===== config.mk =====
export PLATFORM = sky130hd
export DESIGN_NAME = imd_unit
export DESIGN_NICKNAME = d
export VERILOG_FILES = /design/src/imd_pkg.sv /design/src/imd_step.sv /design/src/imd_unit.sv
export VERILOG_INCLUDE_DIRS = /design/src
export SDC_FILE = /design/constraint.sdc
export NUM_CORES = 1
export LEC_CHECK = 0
export ABC_AREA = 0
export BUFFER_PORTS_ARGS = -buffer_cell sky130_fd_sc_hd__buf_2
export CAP_MARGIN = 30
export CORE_MARGIN = 4
export CORE_UTILIZATION = 40
export CTS_CLUSTER_DIAMETER = 30
export CTS_CLUSTER_SIZE = 40
export DETAILED_ROUTE_END_ITERATION = 8
export GPL_ROUTABILITY_DRIVEN = 0
export SYNTH_ARGS = -nofsm -noshare
export SYNTH_HDL_FRONTEND = slang
export SYNTH_HIERARCHICAL = 1
export SYNTH_SLANG_ARGS = --single-unit

===== constraint.sdc =====
create_clock -name i_clock -period 2.99 [get_ports i_clock]
set_input_delay 0 -clock i_clock [delete_from_list [all_inputs] [get_ports i_clock]]
set_output_delay 0 -clock i_clock [all_outputs]
set_load 0.02 [all_outputs]

===== src/imd_regs.svh =====
// Purpose: Register indices, field positions, reset values and cycle counts of the mul/div unit
// Assumes: Included by bare name; definitions only
// Notes:   Register port addresses are word indices
`ifndef IMD_REGS_SVH
`define IMD_REGS_SVH

// ----------------------------------------
// Register indices
// ----------------------------------------
`define IMD_IDX_REM      3'h0
`define IMD_IDX_LOW      3'h1
`define IMD_IDX_HIGH     3'h2
`define IMD_IDX_SECOND   3'h3
`define IMD_IDX_CTRL     3'h4

// ----------------------------------------
// Control fields and encodings
// ----------------------------------------
`define IMD_CTRL_START   7
`define IMD_CTRL_SEL     0
`define IMD_SEL_DIV      1'b0
`define IMD_SEL_MUL      1'b1

// ----------------------------------------
// Reset values and cycle counts
// ----------------------------------------
`define IMD_RST16        16'h0000
`define IMD_MUL_CYCLES   6'h10
`define IMD_DIV_CYCLES   6'h20

`endif


===== src/imd_pkg.sv =====
// Purpose: Types shared by the mul/div unit files
// Assumes: Used only through scoped names
// Notes:   Accumulator struct carries all working state of one step
package imd_pkg;

  // Register port request
  typedef struct packed {
    logic        wr;     // Write strobe
    logic        rd;     // Read strobe
    logic [2:0]  addr;   // Register index
    logic [1:0]  be;     // Byte enables, bit 1 = upper byte
    logic [15:0] wdata;  // Write data
  } imd_req_t;

  // Working registers: result high, result low, remainder
  typedef struct packed {
    logic [15:0] hi;
    logic [15:0] lo;
    logic [15:0] rem;
  } imd_acc_t;

  // Sequencer states, one-hot
  typedef enum logic [1:0] {
    IMD_IDLE = 2'b01,
    IMD_BUSY = 2'b10
  } imd_state_t;

endpackage


===== src/imd_step.sv =====
// Purpose: One bit of shift-and-add multiply or restoring divide
// Assumes: Purely combinational, called once per clock by the sequencer
// Notes:   Unsigned operands only
`timescale 1ns/1ps

module imd_step (
  // Mode and operands
  input  wire logic             i_mul,
  input  wire imd_pkg::imd_acc_t i_acc,
  input  wire logic [15:0]      i_divisor,
  // Next state
  output imd_pkg::imd_acc_t     o_acc
);

  // ----------------------------------------
  // Step arithmetic
  // ----------------------------------------
  logic [16:0] sum;      // Multiply partial sum with carry
  logic [16:0] shifted;  // Divide partial remainder after shift
  logic [16:0] diff;     // Trial subtraction

  // Both paths computed; mode picks one
  always_comb begin
    sum     = {1'b0, i_acc.hi} + (i_acc.lo[0] ? {1'b0, i_divisor} : 17'h00000);
    shifted = {i_acc.rem, i_acc.hi[15]};
    diff    = shifted - {1'b0, i_divisor};
    if (i_mul) begin
      // Add B when multiplier bit set, shift right into low half
      o_acc.hi  = sum[16:1];
      o_acc.lo  = {sum[0], i_acc.lo[15:1]};
      o_acc.rem = 16'h0000; // Remainder stays zero in multiply
    end else begin
      // Shift dividend left, quotient bit enters at bit 0
      o_acc.hi = {i_acc.hi[14:0], i_acc.lo[15]};
      // A zero divisor always subtracts: quotient all ones, no hang
      if (shifted >= {1'b0, i_divisor}) begin
        o_acc.lo  = {i_acc.lo[14:0], 1'b1};
        o_acc.rem = diff[15:0];
      end else begin
        o_acc.lo  = {i_acc.lo[14:0], 1'b0};
        o_acc.rem = shifted[15:0];
      end
    end
  end

endmodule


===== src/imd_unit.sv =====
// Purpose: Memory-mapped iterative 16x16 multiplier and 32/16 divider
// Assumes: CPU register port synchronous to i_clock; one access per strobe
// Notes:   Operand writes are ignored while an operation runs
`timescale 1ns/1ps
`include "imd_regs.svh"

// Contract
// - Multiply 16x16 into 32-bit product
// - Divide 32 by 16: quotient, remainder
// - Select bit: 0 divide, 1 multiply
// - Result lands in operand/result register halves
// - Remainder zero after multiply
// - Start clears the remainder register
// - Remainder read-only, byte or halfword reads
// - Result halves writable by byte or halfword
// - Reset clears remainder and result halves
// - Multiply start clears result high half
// - Result register updates every clock while running
// - Multiply completes after 16 clocks
// - Divide completes after 32 clocks
// - Completion clears start, then raises interrupt
// - Second operand register, resets to zero
module imd_unit (
  // Clock and reset
  input  wire logic              i_clock,
  input  wire logic              i_rst,
  // Register port
  input  wire imd_pkg::imd_req_t i_req,
  output logic [15:0]            o_rdata,
  output logic                   o_rd_valid,
  // Completion event
  output logic                   o_arith_done_irq
);

  // ----------------------------------------
  // Storage
  // ----------------------------------------
  imd_pkg::imd_acc_t   acc_r;          // Result halves and remainder
  imd_pkg::imd_acc_t   acc_nxt;        // One step ahead
  imd_pkg::imd_state_t state_r;        // Start bit lives here
  logic [15:0]         second_operand_r; // Multiplicand B or divisor
  logic                mul_sel_r;      // Mode select
  logic [5:0]          cnt_r;          // Steps done
  logic                done_r;         // Finish seen, start bit already clear
  logic                irq_r;          // Completion pulse
  logic [15:0]         rdata_r;        // Read data
  logic                rd_valid_r;     // Read answer strobe

  // ----------------------------------------
  // Decode
  // ----------------------------------------
  logic busy;        // Start bit as software sees it
  logic ctrl_wr;     // Low byte write of control
  logic start_fire;  // Start bit written one
  logic abort;       // Start bit written zero mid-run
  logic last_step;   // This edge finishes the operation

  // Merge byte lanes of a write into a halfword
  function automatic logic [15:0] merge16(input logic [15:0] old, input logic [15:0] wd, input logic [1:0] be);
    merge16 = {be[1] ? wd[15:8] : old[15:8], be[0] ? wd[7:0] : old[7:0]};
  endfunction

  assign busy       = (state_r == imd_pkg::IMD_BUSY);
  assign ctrl_wr    = i_req.wr && (i_req.addr == `IMD_IDX_CTRL) && i_req.be[0];
  assign start_fire = ctrl_wr && i_req.wdata[`IMD_CTRL_START];
  assign abort      = ctrl_wr && !i_req.wdata[`IMD_CTRL_START] && busy;
  assign last_step  = busy && (cnt_r == (mul_sel_r ? `IMD_MUL_CYCLES - 6'h01 : `IMD_DIV_CYCLES - 6'h01));

  // Datapath step
  imd_step imd_step_inst (
    .i_mul     (mul_sel_r),
    .i_acc     (acc_r),
    .i_divisor (second_operand_r),
    .o_acc     (acc_nxt)
  );

  // ----------------------------------------
  // Control and sequencing
  // ----------------------------------------
  // Start, abort and self-clear of the start bit
  always_ff @(posedge i_clock) begin
    if (i_rst) begin
      state_r   <= imd_pkg::IMD_IDLE;
      mul_sel_r <= `IMD_SEL_DIV;
      cnt_r     <= 6'h00;
    end else begin
      if (ctrl_wr) begin
        // A new start restarts the count; mode taken with it
        mul_sel_r <= i_req.wdata[`IMD_CTRL_SEL];
        state_r   <= start_fire ? imd_pkg::IMD_BUSY : imd_pkg::IMD_IDLE;
        cnt_r     <= 6'h00;
      end else if (busy) begin
        cnt_r <= cnt_r + 6'h01;
        // Self-clear after 16 or 32 steps
        if (last_step) begin
          state_r <= imd_pkg::IMD_IDLE;
        end
      end
    end
  end

  // Start bit clears first; the interrupt follows one clock later.
  // The extra stage keeps software from seeing the pulse while still busy.
  // Aborted runs raise nothing
  always_ff @(posedge i_clock) begin
    if (i_rst) begin
      done_r <= 1'b0;
      irq_r  <= 1'b0;
    end else begin
      done_r <= last_step && !ctrl_wr;
      irq_r  <= done_r;
    end
  end

  // ----------------------------------------
  // Operand and result registers
  // ----------------------------------------
  // Control writes win over running steps; running steps win over operand writes, which are dropped mid-run
  always_ff @(posedge i_clock) begin
    if (i_rst) begin
      acc_r <= '{hi: `IMD_RST16, lo: `IMD_RST16, rem: `IMD_RST16};
    end else if (start_fire) begin
      acc_r.rem <= 16'h0000;
      if (i_req.wdata[`IMD_CTRL_SEL] == `IMD_SEL_MUL) begin
        acc_r.hi <= 16'h0000;
      end
    end else if (busy && !ctrl_wr) begin
      // Intermediate values land every clock
      acc_r <= acc_nxt;
    end else if (!busy && i_req.wr) begin
      // Byte or halfword writes of either half
      if (i_req.addr == `IMD_IDX_LOW) begin
        acc_r.lo <= merge16(acc_r.lo, i_req.wdata, i_req.be);
      end
      if (i_req.addr == `IMD_IDX_HIGH) begin
        acc_r.hi <= merge16(acc_r.hi, i_req.wdata, i_req.be);
      end
    end
  end

  // Second operand register
  always_ff @(posedge i_clock) begin
    if (i_rst) begin
      second_operand_r <= `IMD_RST16;
    end else if (!busy && i_req.wr && (i_req.addr == `IMD_IDX_SECOND)) begin
      second_operand_r <= merge16(second_operand_r, i_req.wdata, i_req.be);
    end
  end

  // ----------------------------------------
  // Read port
  // ----------------------------------------
  // Full halfword returned; a byte read takes its lane. Remainder has no write path
  always_ff @(posedge i_clock) begin
    if (i_rst) begin
      rdata_r    <= 16'h0000;
      rd_valid_r <= 1'b0;
    end else begin
      rd_valid_r <= i_req.rd;
      if (i_req.rd) begin
        unique case (i_req.addr)
          `IMD_IDX_REM:    rdata_r <= acc_r.rem;
          `IMD_IDX_LOW:    rdata_r <= acc_r.lo;
          `IMD_IDX_HIGH:   rdata_r <= acc_r.hi;
          `IMD_IDX_SECOND: rdata_r <= second_operand_r;
          `IMD_IDX_CTRL:   rdata_r <= {8'h00, busy, 6'h00, mul_sel_r};
          default:         rdata_r <= 16'h0000; // Unmapped reads zero
        endcase
      end
    end
  end

  assign o_rdata          = rdata_r;
  assign o_rd_valid       = rd_valid_r;
  assign o_arith_done_irq = irq_r;

  // ----------------------------------------
  // Checks
  // ----------------------------------------
  // Operands captured at start for result checks
  logic [15:0] a_cap;
  logic [31:0] dvd_cap;
  always_ff @(posedge i_clock) begin
    if (i_rst) begin
      a_cap   <= 16'h0000;
      dvd_cap <= 32'h00000000;
    end else if (start_fire) begin
      a_cap   <= acc_r.lo;
      dvd_cap <= {acc_r.hi, acc_r.lo};
    end
  end

  a_mul_length: assert property (@(posedge i_clock) disable iff (i_rst)
    (busy && mul_sel_r && !ctrl_wr) |-> (cnt_r <= 6'h0F) && ((cnt_r == 6'h0F) == last_step))
    else $error("multiply length wrong");
  a_div_length: assert property (@(posedge i_clock) disable iff (i_rst)
    (busy && !mul_sel_r && cnt_r == 6'h1F && !ctrl_wr) |=> !busy)
    else $error("divide did not end after 32 clocks");
  a_done_irq: assert property (@(posedge i_clock) disable iff (i_rst)
    (last_step && !ctrl_wr) |=> (!busy && !o_arith_done_irq) ##1 o_arith_done_irq)
    else $error("interrupt not after start bit clear");
  a_abort_quiet: assert property (@(posedge i_clock) disable iff (i_rst)
    abort |=> !busy ##1 !o_arith_done_irq ##1 !o_arith_done_irq)
    else $error("aborted run raised an interrupt");
  a_rem_start: assert property (@(posedge i_clock) disable iff (i_rst)
    start_fire |=> acc_r.rem == 16'h0000)
    else $error("remainder not cleared at start");
  a_high_clear: assert property (@(posedge i_clock) disable iff (i_rst)
    (start_fire && i_req.wdata[`IMD_CTRL_SEL]) |=> acc_r.hi == 16'h0000 && busy)
    else $error("high half not cleared at multiply start");
  a_mul_product: assert property (@(posedge i_clock) disable iff (i_rst)
    (last_step && mul_sel_r && !ctrl_wr) |=> {acc_r.hi, acc_r.lo} == {16'h0000, a_cap} * {16'h0000, second_operand_r}
      && acc_r.rem == 16'h0000)
    else $error("product or zero remainder wrong");
  a_div_result: assert property (@(posedge i_clock) disable iff (i_rst)
    (last_step && !mul_sel_r && !ctrl_wr && second_operand_r != 16'h0000) |=>
      {acc_r.hi, acc_r.lo} == dvd_cap / {16'h0000, second_operand_r}
      && {16'h0000, acc_r.rem} == dvd_cap % {16'h0000, second_operand_r})
    else $error("quotient or remainder wrong");
  a_result_steps: assert property (@(posedge i_clock) disable iff (i_rst)
    (busy && !ctrl_wr) |=> ($past(cnt_r) + 6'h01 == cnt_r || !busy) && acc_r == $past(acc_nxt))
    else $error("step counter did not advance");
  a_mul_rem_zero: assert property (@(posedge i_clock) disable iff (i_rst)
    (busy && mul_sel_r) |-> acc_r.rem == 16'h0000)
    else $error("remainder nonzero in multiply");

endmodule


# Word level (Yosys, flattened, before mapping)

Cells that the tools add are included.

$add $sub $neg: 3
$lt $le $gt $ge: 1
Eq/ne operators: 7
Mux-type cells: 17
Bitwise logic cells: 1
Reductions and logical operators: 30

Operators by type and width:

| operator                                                         | number |
|---|---|
| 16-bit 2-to-1 mux                                                | 5 |
| 16-bit case mux with 5 select lines                              | 1 |
| 32-bit 2-to-1 mux                                                | 2 |
| 48-bit 2-to-1 mux                                                | 1 |
| 16-bit by 17-bit adder with 17-bit output                        | 1 |
| 17-bit by 16-bit >= comparator with 1-bit output                 | 1 |
| 17-bit 2-to-1 mux                                                | 1 |
| 8-bit 2-to-1 mux                                                 | 2 |
| 4-bit AND reduction                                              | 4 |
| 16-bit subtractor                                                | 1 |
| 2-bit nonzero test                                               | 6 |
| 3-bit nonzero test                                               | 4 |
| 1-bit logical AND                                                | 8 |
| 2-bit 2-to-1 mux                                                 | 4 |
| 6-bit by 1-bit adder with 6-bit output (second input constant)   | 1 |
| 3-bit by 2-bit == test with 1-bit output (second input constant) | 2 |
| 6-bit by 5-bit == test with 1-bit output                         | 1 |
| 2-bit AND reduction                                              | 3 |
| 5-bit 2-to-1 mux                                                 | 1 |
| 2-bit OR reduction                                               | 2 |
| 3-bit by 1-bit == test with 1-bit output (second input constant) | 1 |
| 3-bit == test (second input constant)                            | 1 |
| 3-bit logical NOT                                                | 1 |
| 2-bit == test (second input constant)                            | 1 |
| 3 further kinds                                                  | 4 |

Bits in registers: 92
Bits of input ports: 25
Output and inout bits: 18
Logic and storage cells: 73

# Logic depth before layout (Yosys ltp)

Gate-level depths: netlist of run 1.

Depth in word-level cells: 7
Gate-level depth with buffers: 12
Mapped depth without buffers: 12

# Hierarchy

The synthesis of run 1 kept the hierarchy.

Modules (own cells, without submodules):

| module   | times used | cells each | area each (um2) |
|---|---|---|---|
| imd_unit | 1          | 499        | 4489.3 |
| imd_step | 1          | 304        | 2372.3 |

# Least setup slack after synthesis of run 1

Ideal clock, no wire load.

Kind: register to register
Start point: reg acc_r[16] (netlist bit)
End point: reg acc_r[45] (netlist bit)
Data arrival time: 2.448 ns
Path slack: 0.413 ns
Cell stages (with the launch flop): 13
Buffers on the path: 0
Period minus slack after synthesis: 2.577 ns
Path through: dfxtp_1 -> and2_1 -> ha_1 -> fa_1 -> a21oi_2 -> o211ai_2 -> a21oi_2 -> o21ai_2 -> a221oi_2 -> xnor2_1 -> mux2_4 -> mux2i_1 -> a21oi_1

RTL lines:

| what                     | RTL line        | RTL |
|---|---|---|
| start: declaration       | imd_unit.sv:38  | `imd_pkg::imd_acc_t acc_r;` |
| start signal: assignment | imd_unit.sv:121 | `` acc_r <= '{hi: `IMD_RST16, lo: `IMD_RST16, rem: `IMD_RST16}; `` |
| start signal: assignment | imd_unit.sv:129 | `acc_r <= acc_nxt;` |

==> flow_results.org, run 1 <==
** Worst setup path
- Data on the critical path is required at its endpoint by 3.23 ns.
- Maximum net fanout on the critical path :: 9
- In this design, the stage delay of the slowest critical-path cell is 0.43 ns.
- Traced cell by cell, the critical path runs through and2_1, ha_1, fa_1, a21oi_2, o211ai_2, a21oi_2, o21ai_2, a221oi_2, xnor2_1, mux2_4, mux2i_1, a21oi_1.
- STA classifies the critical path startpoint as a register.
- The cell that appears most often on the critical path is a21oi_2.
- Together, buffers and inverters on the worst path number 0.
- R2r setup slk :: 0.20 ns
- Critical setup path kind :: register to register
- STA puts the critical path data arrival time at 3.03 ns.
- The worst setup path is captured at a register.
- Category of cells accounting for the largest share of critical-path delay :: compound AO/OA/AOI/OAI gates
- Slowest cell on the critical path :: fa_1

** CTS
- The clock passes through at most 2 buffers.
- The clock reaches the later pin of the worst-skew pair after 0.36 ns.
- CTS built an H-tree with a depth of 3.
- For this design, the sink count on the clock tree is 92.
- CTS tree :: yes
- Clock Root Buffer :: clkbuf_16
- Clock buffers created by TritonCTS :: 9
- Clock transition time at the flip-flop clock pins of the worst setup and hold paths :: 0.08 ns
- Buffer count from post-CTS setup fixing :: 0

** Floorplanning
- The floorplan step set the die width to 139 µm.
- 43 I/O pins were placed.
- Die height :: 139 µm
- For this configuration, the core starts out at a cell density of 41.1%.
- Die Area :: 19300 µm²
- The region available for standard cell placement spans 16700 µm².
- Total number of placement rows :: 47

** Routing
- The routed layout has 6157 vias.
- Before antenna repair, the detailed router went through 5 iterations.
- Residual antenna-violating net count after detailed routing :: 0
- DR vias/cell :: 5.74
- After detailed routing, the number of remaining DRC violations is 0.
- The routed design has 20.2 mm of wire.
- Initial drt markers :: 475
- WL/cell :: 18.8 µm

** Final layout
- Of the cells placed in the final design, the portion with a size suffix greater than 1 is 17.8%.
- The number of antenna diodes in the final layout is 0.
- Measured on the finished design, the core utilization comes to 46.5%.
- Cell area after layout :: 7770 µm²
- Number of nets in the layout :: 908
- Most common cell after layout, fill and taps aside :: nand2_1
- After filler insertion, the fill cell instance count of the layout stands at 1670.
- Area of the multi-input gates :: 4640 µm²
- In the layout the commonest cells are nand2_1, dfxtp_1, mux2i_1, a21oi_1, nor2_1.
- From synthesis to final layout, the design area changed by 13.3%.
- The sequential cells in the finished layout cover a total of 1840 µm².

** STA
- The number of max-slew violations in the final report is 0.
- Tightest Pin Transition :: 0.826 ns
- For the finished layout, the period the worst path requires is 2.79 ns.
- Final hold analysis gives a worst-case slack of 0.0429 ns.
- Final worst path period share :: 93.4%
- The count of final hold-check violations is 0.
- Worst Skew :: 0.00970 ns
- Setup violations remaining at the end of the flow were counted as 0.
- Setup repair after global routing could not meet its margin everywhere.
- Headroom to the max-slew limit came out at 44.7%.
- Based on the critical path, the design can be clocked at up to 0.358 GHz.

** Power and ir drop
- Worst vdd rail ir drop :: 0.315 mV
- Clk pwr share :: 43.3%
- Summed over all cells, the static leakage comes to 3.08 nW.
- Share of total power in sequential cells :: 43.8%
- Int Pwr :: 2.08 mW
- Dividing total power by cell area gives a power density of 370 nW/µm².
- The share of total power dissipated in combinational logic is 12.9%.
- Switching fraction of total power :: 27.6%
- Switching pwr :: 794 µW

** Global route
- Entering global routing, the biggest net connects 58 pins.
- Global routing used 20.6% of the available tracks.
- Wire length of the first global-routing pass :: 32.3 mm
- The number of global-route vias before repair is 5736.
- For this run the aggregate overflow at the end of global routing stands at 0.
- Initial antenna violation count :: 0

** Synthesis
- Largest cells by area after synthesis :: dfxtp_1, mux2i_1, ha_1
- The cell count after synthesis came out at 803.
- After synthesis the cells add up to 6860 µm².
- Most used flip-flop cell after synthesis :: dfxtp_1
- After synthesis, the mean cell area works out to 8.54 µm².
- The synthesized netlist contains 79 unique library cells.
- Proportion of netlist area held by the largest area contributor :: 26.8%
- Synthesis produced a netlist with a net count of 863.
- Yosys printed 6 warnings.
- Summed over all instances, the cell type with the most area after synthesis is dfxtp_1.
- The synthesized design contains 0 enable-type register cells.
- The synthesized design contains 92 register bits.
- Seq/Total Area, Yosys :: 26.8%
- Post-synthesis async set-or-reset flop share :: 0%

** Run status
- Run status :: finished, final reports clean

** Run
- Across the run, the number of max-cap violations was 0.

** Worst hold path
- Worst min-delay path category :: primary input to register

** Place
- During placement, the flow inserted port buffers numbering 42.
- Half-perimeter wire length after placement :: 14.6 mm
- Area post-placement :: 7280 µm²
[layer usage]
| metal | part of all wire [%] | vias up | GRT usage (%) | wire length [µm] |
|---|---|---|---|---|
| met3 | 6.2 | 20 | 3.31 | 1250 |
| met1 | 48 | 2935 | 30.0 | 9600 |
| met4 | 1.2 | 0 | 5.25 | 251 |
| met2 | 45 | 186 | 32.0 | 9090 |
| met5 | 0 | - | 0 | 0 |
| li1 | - | 3016 | - | - |
[sequential cells by signal, indices dropped and copies added, names as in the netlist]
register and cells:
o_rd_valid 1, o_rdata 16, acc_r 48, cnt_r 6
mul_sel_r 1, done_r 1, second_operand_r 16, state_r 2
o_arith_done_irq 1
[power groups by stage]
stage | Clock (mW) | Combinational (mW) | Sequential (mW)
after floorplan | 0 | 0.253 | 1.28
after global placement | 0 | 0.349 | 1.29
after detailed placement | 0 | 0.350 | 1.29
after CTS | 1.27 | 0.368 | 1.26
after global routing | 1.31 | 0.405 | 1.26
final | 1.24 | 0.371 | 1.26
[tightest hold or removal path, delay by kind of cell]
| family | cells | cell delay, ns |
|---|---|---|
| buf+inv | 2 | 0.25 |
| compound gates | 1 | 0.11 |
[repair_timing]
| action | CTS | global route |
|---|---|---|
| endpoints found under the setup margin | 0 | 2 |
| gates resized for setup | 0 | 0 |
| hold endpoints to repair | 28 | 0 |
| hold buffers | 17 | 0 |
[cell type report]
cell class,count,share of cell area (%)
Sequential cell,92,23.7
Clock buffer,10,3.07
Timing Repair Buffer,81,7.18
Tap cell,220,3.54
Inverter,37,1.79
Multi-Input combinational cell,627,59.6
Clock inverter,6,1.06
[stage by stage]
step | cells | setup slack (ns) | setup TNS, ns | power, mW
detailed placement | 1040 | 0.204 | 0 | 1.64
floorplan | 803 | 0.413 | 0 | 1.54
global placement | 1039 | 0.242 | 0 | 1.64
CTS | 1073 | 0.178 | 0 | 2.90
finish | 1073 | 0.197 | 0 | 2.88
global route | 1073 | -0.00246 | -0.00246 | 2.98
[final timing paths]
| path | startpoint | endpoint | depth (start not counted) |
|---|---|---|---|
| worst max-delay path | acc_r[16] | acc_r[45] | 12 |
| worst min register to register | o_rdata[9] | o_rdata[9] | 2 |
| worst min-delay path | i_rst | state_r[0] | 3 |
| worst max register to register | acc_r[16] | acc_r[45] | 12 |
[Yosys cell counts, drive strengths merged, types with 3 or more instances]
cell type,number
a211oi,8
a21boi,9
a21o,6
a21oi,58
a22o,7
a22oi,14
a311oi,9
a31oi,12
a41oi,7
and2,19
and3,5
buf,30
clkbuf,17
dfxtp,92
ha,33
inv,36
mux2,27
mux2i,58
mux4,3
nand2,102
nand2b,7
nand3,11
nand3b,4
nand4,3
nor2,51
nor2b,10
nor3,12
nor3b,4
nor4,3
o211ai,4
o21a,5
o21ai,43
o21bai,4
o2bb2ai,15
o31a,3
o31ai,11
o41ai,7
xnor2,18
xor2,11
[logic make-up (layout without fill, tap and decap cells)]
kind of cell    Yosys count  after routing  synth area share [%]
flops                    92             92                  26.8
fa+ha+maj                35             35                  6.60
compound gates          234            234                  25.6
xor+xnor                 29             29                  3.70
buf+inv                  84            134                  5.74
mux                      88             88                  13.9
simple gates            241            241                  17.6
(Power assumes the default switching activity.)
==> inputs of run 2 (changes only) <==
CELL_PAD_IN_SITES_DETAIL_PLACEMENT = 0   (was not set)
CELL_PAD_IN_SITES_GLOBAL_PLACEMENT = 2   (was not set)
CORE_UTILIZATION = 38   (was 40)
PLACE_DENSITY_LB_ADDON = 0.1   (was not set)
==> run 2 against run 1 <==
- first-iteration DRC count rose by 9.5%
- worst hold slack got worse by 0.021 ns
- maximum frequency fell by 1.4%
- count of clock-buffer cells in the layout did not move
- critical path depth did not move
- flip-flop and latch count did not move
- clock skew rose by 0.0022 ns
- wire length rose by 10%
- worst setup slack got worse by 0.040 ns
- largest cell class unchanged
- sequential power barely moved
- register-to-register slack got worse by 0.04 ns
- clock power fell by 8%
==> flow_results.org, run 2 (same netlist as run 1, synthesis figures left out) <==
** Routing
- Residual antenna-violating net count after detailed routing :: 0 (unchanged)
- Routed Wire Length :: 22.3 mm (+10%)
- WL/cell :: 20.7 µm (+10%)
- Total vias in the final route :: 6151 (-0.097%)
- The DRC violations left came to 0 (unchanged).
- The number of DRC markers after the initial detailed-route iteration was 520 (+9.5%).
- The ratio of routed vias to standard cells came to 5.72 (-0.28%).
- The first-pass iteration count of the detailed router came to 5 (unchanged).

** Worst setup path
- Critical Path End Type :: register
- Walking the worst path, the cells encountered are buf_4, and2_1, fa_1, a21oi_2, o211ai_2, a21oi_2, o21ai_2, a221oi_2, xnor2_1, mux2_4, mux2i_1, a21oi_1.
- Cell count of the worst reg-to-reg path :: 12 (unchanged)
- Required time of the critical path :: 3.23 ns (about the same)
- Counting stages on the worst path, the most repeated cell is a21oi_2.
- Startpoint types :: register
- Category of cells accounting for the largest share of critical-path delay :: compound AO/OA/AOI/OAI gates
- Biggest cell delay along the critical path :: 0.45 ns (+0.02 ns)
- R2R Path End :: acc_r[45]
- The worst register-to-register path begins at acc_r[16].
- Arrival time worst endpoint :: 3.08 ns (+0.05 ns)
- The top fanout value on the critical path was 15 (+6).
- Slowest cell on the critical path :: fa_1
- The critical path is of the register to register type.
- R2r setup slk :: 0.16 ns (-0.04 ns)
- Number of buffer and inverter instances along the worst setup path :: 1 (+1)

** Power and ir drop
- Worst vdd rail ir drop :: 0.279 mV (-11%)
- Total power consumption of the routed design :: 2.78 mW (-3.4%)
- P_leak :: 3.05 nW (-0.97%)
- Areal power density over the cells :: 359 nW/µm² (-2.9%)

** STA
- Worst Skew :: 0.0119 ns (+0.00219 ns)
- Tightest Pin Transition :: 0.942 ns (+0.116 ns)
- The final-layout setup total negative slack was 0 ns (unchanged).
- The remaining max-slew budget at the tightest pin came to 37.2% (-7.5 points).
- Final Hold Fails :: 0 (unchanged)
- The shortest period the worst path allows is 2.83 ns (+0.0403 ns).
- Unrepaired setup endpoints after global routing :: false
- The final setup violation count is 0 (unchanged).
- Slack of the critical path :: 0.156 ns (-0.0403 ns)
- The final clock period utilization by the worst path is 94.8% (+1.3 points).
- The number of max-slew violations in the final report was 0 (unchanged).
- Maximum operating frequency :: 0.353 GHz (-1.4%)

** Global route
- Aggregate global routing overflow :: 0 (unchanged)
- The global-route wire length before repair is 34.9 mm (+8.1%).
- The initial antenna violation count is 0 (unchanged).
- Global router's overall resource usage :: 22.0% (+1.4 points)
- Routing usage on met2 :: 35.2% (+3.2 points)
- The global routing stage identified its most utilized layer as met2.
- Largest net degree at the start of global routing :: 42 (-28%)
- Met3 demand-to-capacity share in global routing :: 3.16% (-0.15 points)
- Number of global-route vias before repair :: 6032 (+5.2%)
- Met1 Track Usage GR :: 30.6% (+0.59 points)

** Floorplanning
- The effective utilization at floorplan is 39.3% (-1.8 points).
- The core box area is 17500 µm² (+4.6%).
- The die outline area came to 20300 µm² (+5.0%).
- Top Ports :: 43 (unchanged)
- Die height :: 142 µm (+2.4%)
- The horizontal die dimension is 142 µm (+2.4%).
- The total number of placement rows is 48 (+2.1%).

** Run status
- Run status :: finished, final reports clean

** Worst hold path
- Worst hold endpoint :: second_operand_r[4]
- Worst min-delay path category :: primary input to register
- The worst hold path begins at i_rst.
- Hold Path Depth :: 2 (-1)

** CTS
- Cells resized by post-CTS repair :: 0 (unchanged)
- The total CTS buffers was 9 (unchanged).
- The tree is rooted in a clkbuf_16.
- The latest clock arrival within the worst-skew pair was 0.36 ns (about the same).
- The sink count of the clock tree came to 92 (unchanged).
- CTS tree :: yes
- Clock transition time at the flip-flop clock pins of the worst setup and hold paths :: 0.08 ns (about the same)
- CTS HTree Levels :: 3 (unchanged)
- Max Buffers Root-to-Sink :: 2 (unchanged)

** Final layout
- The flip-flop count of the largest register, all copies and words added is 48 (unchanged).
- The cell area after layout is 7730 µm² (-0.52%).
- Footprint of the flip-flops and latches :: 1840 µm² (unchanged)
- The fraction of layout instances using a drive strength above 1 was 17.5% (-0.29 points).
- ANT cells :: 0 (unchanged)
- The final net count came to 905 (-0.33%).
- Register with the most flip-flops :: acc_r
- The utilization after layout came to 44.2% (-2.3 points).
- The area growth from synthesis to layout is 12.7%.
- The area used by multi-input combinational logic was 4640 µm² (unchanged).
- In the layout the commonest cells are nand2_1, dfxtp_1, mux2i_1, a21oi_1, nor2_1.
- The number of fill cells was 1738 (+4.1%).
- Leaving out fill and tap cells, the most frequent cell in the layout is nand2_1.

** Place
- The post-placement cell area was 7280 µm² (about the same).
- The post-placement setup slack came to 0.193 ns (-0.0109 ns).
- Half-perimeter wire length after placement :: 16.1 mm (+10%)
- Number of I/O port buffers :: 42 (unchanged)

** Run
- Count of maximum capacitance violations :: 0 (unchanged)
## run 2: changes by cell type in the layout (fill, tap and decap cells not counted), sizes merged
cell      delta
bufinv       -1
clkinvlp     +1
buf          -3
## run 2: worst max-delay path by stage
stage	startpoint	endpoint	slack, ns	cells past startpoint
after global routing	acc_r[16]	acc_r[45]	0.001	12
after CTS	acc_r[16]	acc_r[45]	0.17	12
after floorplan	acc_r[16]	acc_r[45]	0.41	12
after global placement	acc_r[16]	acc_r[45]	0.23	12
final	acc_r[16]	acc_r[45]	0.16	12
after detailed placement	acc_r[16]	acc_r[45]	0.19	12
## run 2: layout make-up
cell class / instances / area share, %
multi-input cells: 627 / 60.0
well taps: 225 / 3.64
inverters: 37 / 1.80
flip-flops and latches: 92 / 23.8
repair buffers: 78 / 7.09
clock buffers: 10 / 3.09
clock inverters: 6 / 0.599
## run 2: stage by stage
stage	instances	hold WS (ns)
floorplan	803	0.0833
global placement	1041	0.285
detailed placement	1042	0.293
CTS	1075	0.0195
global route	1075	0.0359
finish	1075	0.0216
## run 2: per-layer routing
metal / up-vias / part of all wire, %
met2: 183 / 46
met5: - / 0
met1: 2913 / 47
li1: 3013 / -
met3: 42 / 4.3
met4: 0 / 2.7
## run 2: repair_timing
item | 4_1_cts | 5_1_grt
endpoints found under the hold margin | 26 | 0
hold buffers | 17 | 0
setup buffers | 0 | 0
setup endpoints to repair | 0 | 0
## run 2: power by group
| group | internal [mW] | leakage (nW) | switching [mW] |
|---|---|---|---|
| combinational | 0.155 | 2.17 | 0.225 |
| clock | 0.593 | 0.135 | 0.543 |
| sequential | 1.24 | 0.744 | 0.0211 |
==> inputs of run 3 (changes only) <==
CORE_UTILIZATION = 37   (was 38)
PLACE_DENSITY = 0.88   (was not set)
PLACE_DENSITY_LB_ADDON = not set   (was 0.1)
SYNTH_HIERARCHICAL = not set   (was 1)
==> run 3 against run 2 <==
- sequential share of layout area increased by 2.2 points
- sequential power about the same
- clock skew increased by 0.0017 ns
- global-route usage decreased by 2.2 points
- first-iteration DRC count decreased by 29%
- area after synthesis decreased by 10%
- maximum frequency increased by 4.3%
- worst hold slack improved by 0.067 ns
- cell area decreased by 8.5%
- worst setup slack improved by 0.12 ns
- total power decreased by 1.1%
==> flow_results.org, run 3 <==
** Run status
- The flow ran to the end, and the final reports show no timing, DRC or antenna violations.

** Worst setup path
- The number of cells on the worst reg-to-reg path came to 11 (-1).
- The register-to-register setup slack was 0.27 ns (+0.12 ns).
- The most numerous cell type found on the critical path is o2111ai_1.
- Sequence of cells on the critical path :: and2_1, ha_1, inv_1, fa_1, nor2b_1, o2111ai_1, a311oi_2, o2111ai_1, nand2_1, xnor2_1, a2111oi_2
- Maximum net fanout on the critical path :: 4 (-11)
- The worst setup path is launched from a register.
- The largest individual stage delay along the critical path comes from the cell dfxtp_1.
- In this run the critical register-to-register path is captured at acc_r[43].
- In this run the critical register-to-register path is launched from second_operand_r[0].
- Number of logic stages on the critical path including buffering :: 11 (-1)
- Critical setup path kind :: register to register
- Category of cells accounting for the largest share of critical-path delay :: compound AO/OA/AOI/OAI gates
- The total buffers and inverters traversed by the critical path came to 1 (unchanged).
- Biggest cell delay along the critical path :: 0.38 ns (-0.07 ns)
- Critical Path End Type :: register
- The arrival time of data at the critical path endpoint is 2.97 ns (-0.11 ns).
- The data required time at the worst endpoint was 3.24 ns (about the same).

** Final layout
- The area used by multi-input combinational logic is 4040 µm² (-13%).
- The number of diodes was 0 (unchanged).
- The cell area after layout is 7080 µm² (-8.5%).
- The final net count was 850 (-6.1%).
- The fraction of layout instances using a drive strength above 1 came to 13.8% (-3.7 points).
- In the layout the commonest cells are nor2_1, dfxtp_1, a21oi_1, mux2i_1.
- Footprint of the flip-flops and latches :: 1840 µm² (unchanged)
- Most common cell after layout, fill and taps aside :: nor2_1
- The utilization after layout is 44.1% (-0.17 points).
- Number of filler instances in the final layout :: 1620 (-6.8%)
- Compared with the post-synthesis result, the final layout area differs by 15.2%.
- The flip-flop count of the largest register, all copies and words added was 48 (unchanged).
- More flip-flops sit in one register than any other, and that register is acc_r.

** CTS
- The register clock-pin slew on the reported worst setup and hold paths was 0.07 ns (about the same).
- The sink count of the clock tree was 92 (unchanged).
- Max Buffers Root-to-Sink :: 2 (unchanged)
- CTS tree :: yes
- In this run the clock root is driven by a clkbuf_16.
- The latest clock arrival within the worst-skew pair came to 0.36 ns (about the same).
- The total CTS buffers came to 9 (unchanged).
- CTS HTree Levels :: 3 (unchanged)

** Power and ir drop
- Total power consumption of the routed design :: 2.75 mW (-1.1%)
- The largest vdd supply drop came to 0.291 mV (+4.2%).
- Areal power density over the cells :: 388 nW/µm² (+8.0%)
- P_leak :: 2.96 nW (-3.0%)

** Global route
- Most Crowded Layer GR :: met2
- The number of global-route vias before repair was 5377 (-11%).
- The global-route wire length before repair was 29.0 mm (-17%).
- Global router's overall resource usage :: 19.9% (-2.2 points)
- The global-route track usage on met2 was 31.3% (-3.8 points).
- The met3 layer usage reported by global route is 4.12% (+0.96 points).
- Met1 Track Usage GR :: 27.4% (-3.2 points)
- The final global-route overflow total is 0 (unchanged).
- Largest net degree at the start of global routing :: 40 (-4.8%)
- The initial antenna violation count was 0 (unchanged).

** Synthesis
- The post-synthesis xor/xnor area fraction is 4.13% (+0.43 points).
- Post-synthesis async set-or-reset flop share :: 0% (unchanged)
- Most used flip-flop cell after synthesis :: dfxtp_1
- The synthesized-area fraction occupied by and/or/nand/nor cells is 19.0% (+1.4 points).
- Synthesized flop and latch total :: 92 (unchanged)
- The multiplexer share of the synthesized area was 13.2% (-0.77 points).
- By area, the combinational part of the netlist is dominated by compound AO/OA/AOI/OAI gates.
- The number of warnings issued by yosys came to 0 (-6).
- Average footprint of a synthesized cell :: 8.27 µm² (-3.2%)
- Most used standard cells in the synthesized netlist :: nor2_1, dfxtp_1, a21oi_1
- Total standard cell area after synthesis :: 6140 µm² (-10%)
- The largest total area in the synthesized netlist belongs to dfxtp_1.
- The complex-gate fraction of the synthesized area was 21.9% (-3.7 points).
- Distinct cell type count of the synthesized netlist :: 63 (-20%)
- Adder-Cell Fraction of Synth Area :: 7.37% (+0.77 points)
- Yosys attributes the largest share of cell area to dfxtp_1, mux2i_1, ha_1.
- The post-synthesis net count was 803 (-7.0%).
- Instance count of the mapped netlist :: 743 (-7.5%)
- The portion of the post-synthesis area used by sequential elements is 30.0% (+3.1 points).
- Proportion of netlist area held by the largest area contributor :: 30.0% (+3.1 points)
- The most common cell in the synthesized netlist is nor2_1.
- The count of flip-flops with a built-in enable after synthesis was 0 (unchanged).

** Routing
- The average detailed-routed wire length per instance was 17.9 µm (-14%).
- Number of optimization iterations in the first detailed-route pass :: 5 (unchanged)
- The count of nets left with antenna violations after detail routing came to 0 (unchanged).
- The total wire length came to 18.0 mm (-19%).
- The via count came to 5601 (-8.9%).
- The number of DRC markers after the initial detailed-route iteration is 367 (-29%).
- DR vias/cell :: 5.54 (-3.2%)
- Post-route DRC :: 0 (unchanged)

** Floorplanning
- The total number of placement rows came to 46 (-4.2%).
- The die outline area was 18700 µm² (-7.6%).
- Core region area :: 16100 µm² (-8.1%)
- The effective utilization at floorplan is 38.3% (-1.0 points).
- The number of placed I/O pins came to 43 (unchanged).
- Die height :: 137 µm (-3.9%)
- Die extent in x :: 137 µm (-3.9%)

** STA
- Final number of max-transition violations :: 0 (unchanged)
- The shortest period the worst path allows is 2.72 ns (-0.117 ns).
- The achievable clock frequency is 0.368 GHz (+4.3%).
- The remaining max-slew budget at the tightest pin was 40.8% (+3.6 points).
- Slack of the critical path :: 0.273 ns (+0.117 ns)
- Tightest Pin Transition :: 0.888 ns (-0.0543 ns)
- Final worst path period share :: 90.9% (-3.9 points)
- Worst Skew :: 0.0136 ns (+0.00169 ns)
- Final Hold Fails :: 0 (unchanged)
- Setup violation total in the final timing report :: 0 (unchanged)

** Place
- Area post-placement :: 6580 µm² (-9.5%)
- Worst slack after detailed placement :: 0.211 ns (+0.0185 ns)
- Number of I/O port buffers :: 42 (unchanged)
- The detailed placement HPWL was 13.5 mm (-16%).

** Worst hold path
- Worst min-delay path category :: primary input to register
- The worst hold path begins at i_req[21].
- Worst hold endpoint :: o_rd_valid
- The cell count of the worst hold path is 2 (unchanged).

** Run
- Count of maximum capacitance violations :: 0 (unchanged)
-- run 3: changes by cell type after synthesis, moves of 12 or more --
cell       previous run  this run
a211oi_1              6        24
a21oi_1              50        74
a22oi_1              14         2
mux2_2               26         2
nand2_1             102        42
nor2_1               50       104
nor2b_1              10        25
o2bb2ai_1            15         1
-- run 3: cells by family after synthesis --
family | Yosys count
DFF | 92
buffers and inverters | 67
AOI/OAI and AO/OA | 212
adders and majority gates | 35
muxes | 63
xor gates and xnor gates | 29
and+or+nand+nor | 245
-- run 3: report_power, final --
group          internal, mW  switching, mW
sequential             1.24         0.0134
clock                 0.672          0.550
combinational         0.114          0.160
-- run 3: how the worst max path moves through the flow --
stage	start	slack, ns	to
after floorplan	acc_r[16]	0.37	acc_r[43]
after global placement	second_operand_r[0]	0.32	acc_r[43]
after detailed placement	second_operand_r[0]	0.21	acc_r[43]
after CTS	second_operand_r[0]	0.17	acc_r[43]
after global routing	second_operand_r[0]	-0.03	acc_r[43]
final	second_operand_r[0]	0.27	acc_r[43]
-- run 3: layer usage --
layer	part of all wire [%]	vias to the layer above
li1	-	2762
met3	4.5	21
met4	2.1	0
met1	47	2665
met2	46	153
met5	0	-
-- run 3: per-stage QoR --
| stage | setup TNS [ns] | std cells | hold slack (ns) |
|---|---|---|---|
| 2_1_floorplan | 0 | 743 | 0.136 |
| 3_3_place_gp | 0 | 978 | 0.249 |
| 4_1_cts | 0 | 1010 | 0.0778 |
| 6_report | 0 | 1011 | 0.0890 |
| 3_5_place_dp | 0 | 978 | 0.270 |
| 5_1_grt | -0.0258 | 1011 | 0.0965 |
-- run 3: what timing repair did --
action,in CTS,in global routing
hold buffers,16,0
endpoints found under the hold margin,16,0
endpoints found under the setup margin,0,1
resized for setup,0,2
setup buffers,0,0
-- run 3: cell type report --
class	instances	share of cell area, %
repair buffers	76	7.14
multi-input cells	584	57.1
clock buffers	9	3.18
clock inverters	7	1.27
inverters	27	1.43
flip-flops and latches	92	26.0
well taps	216	3.82
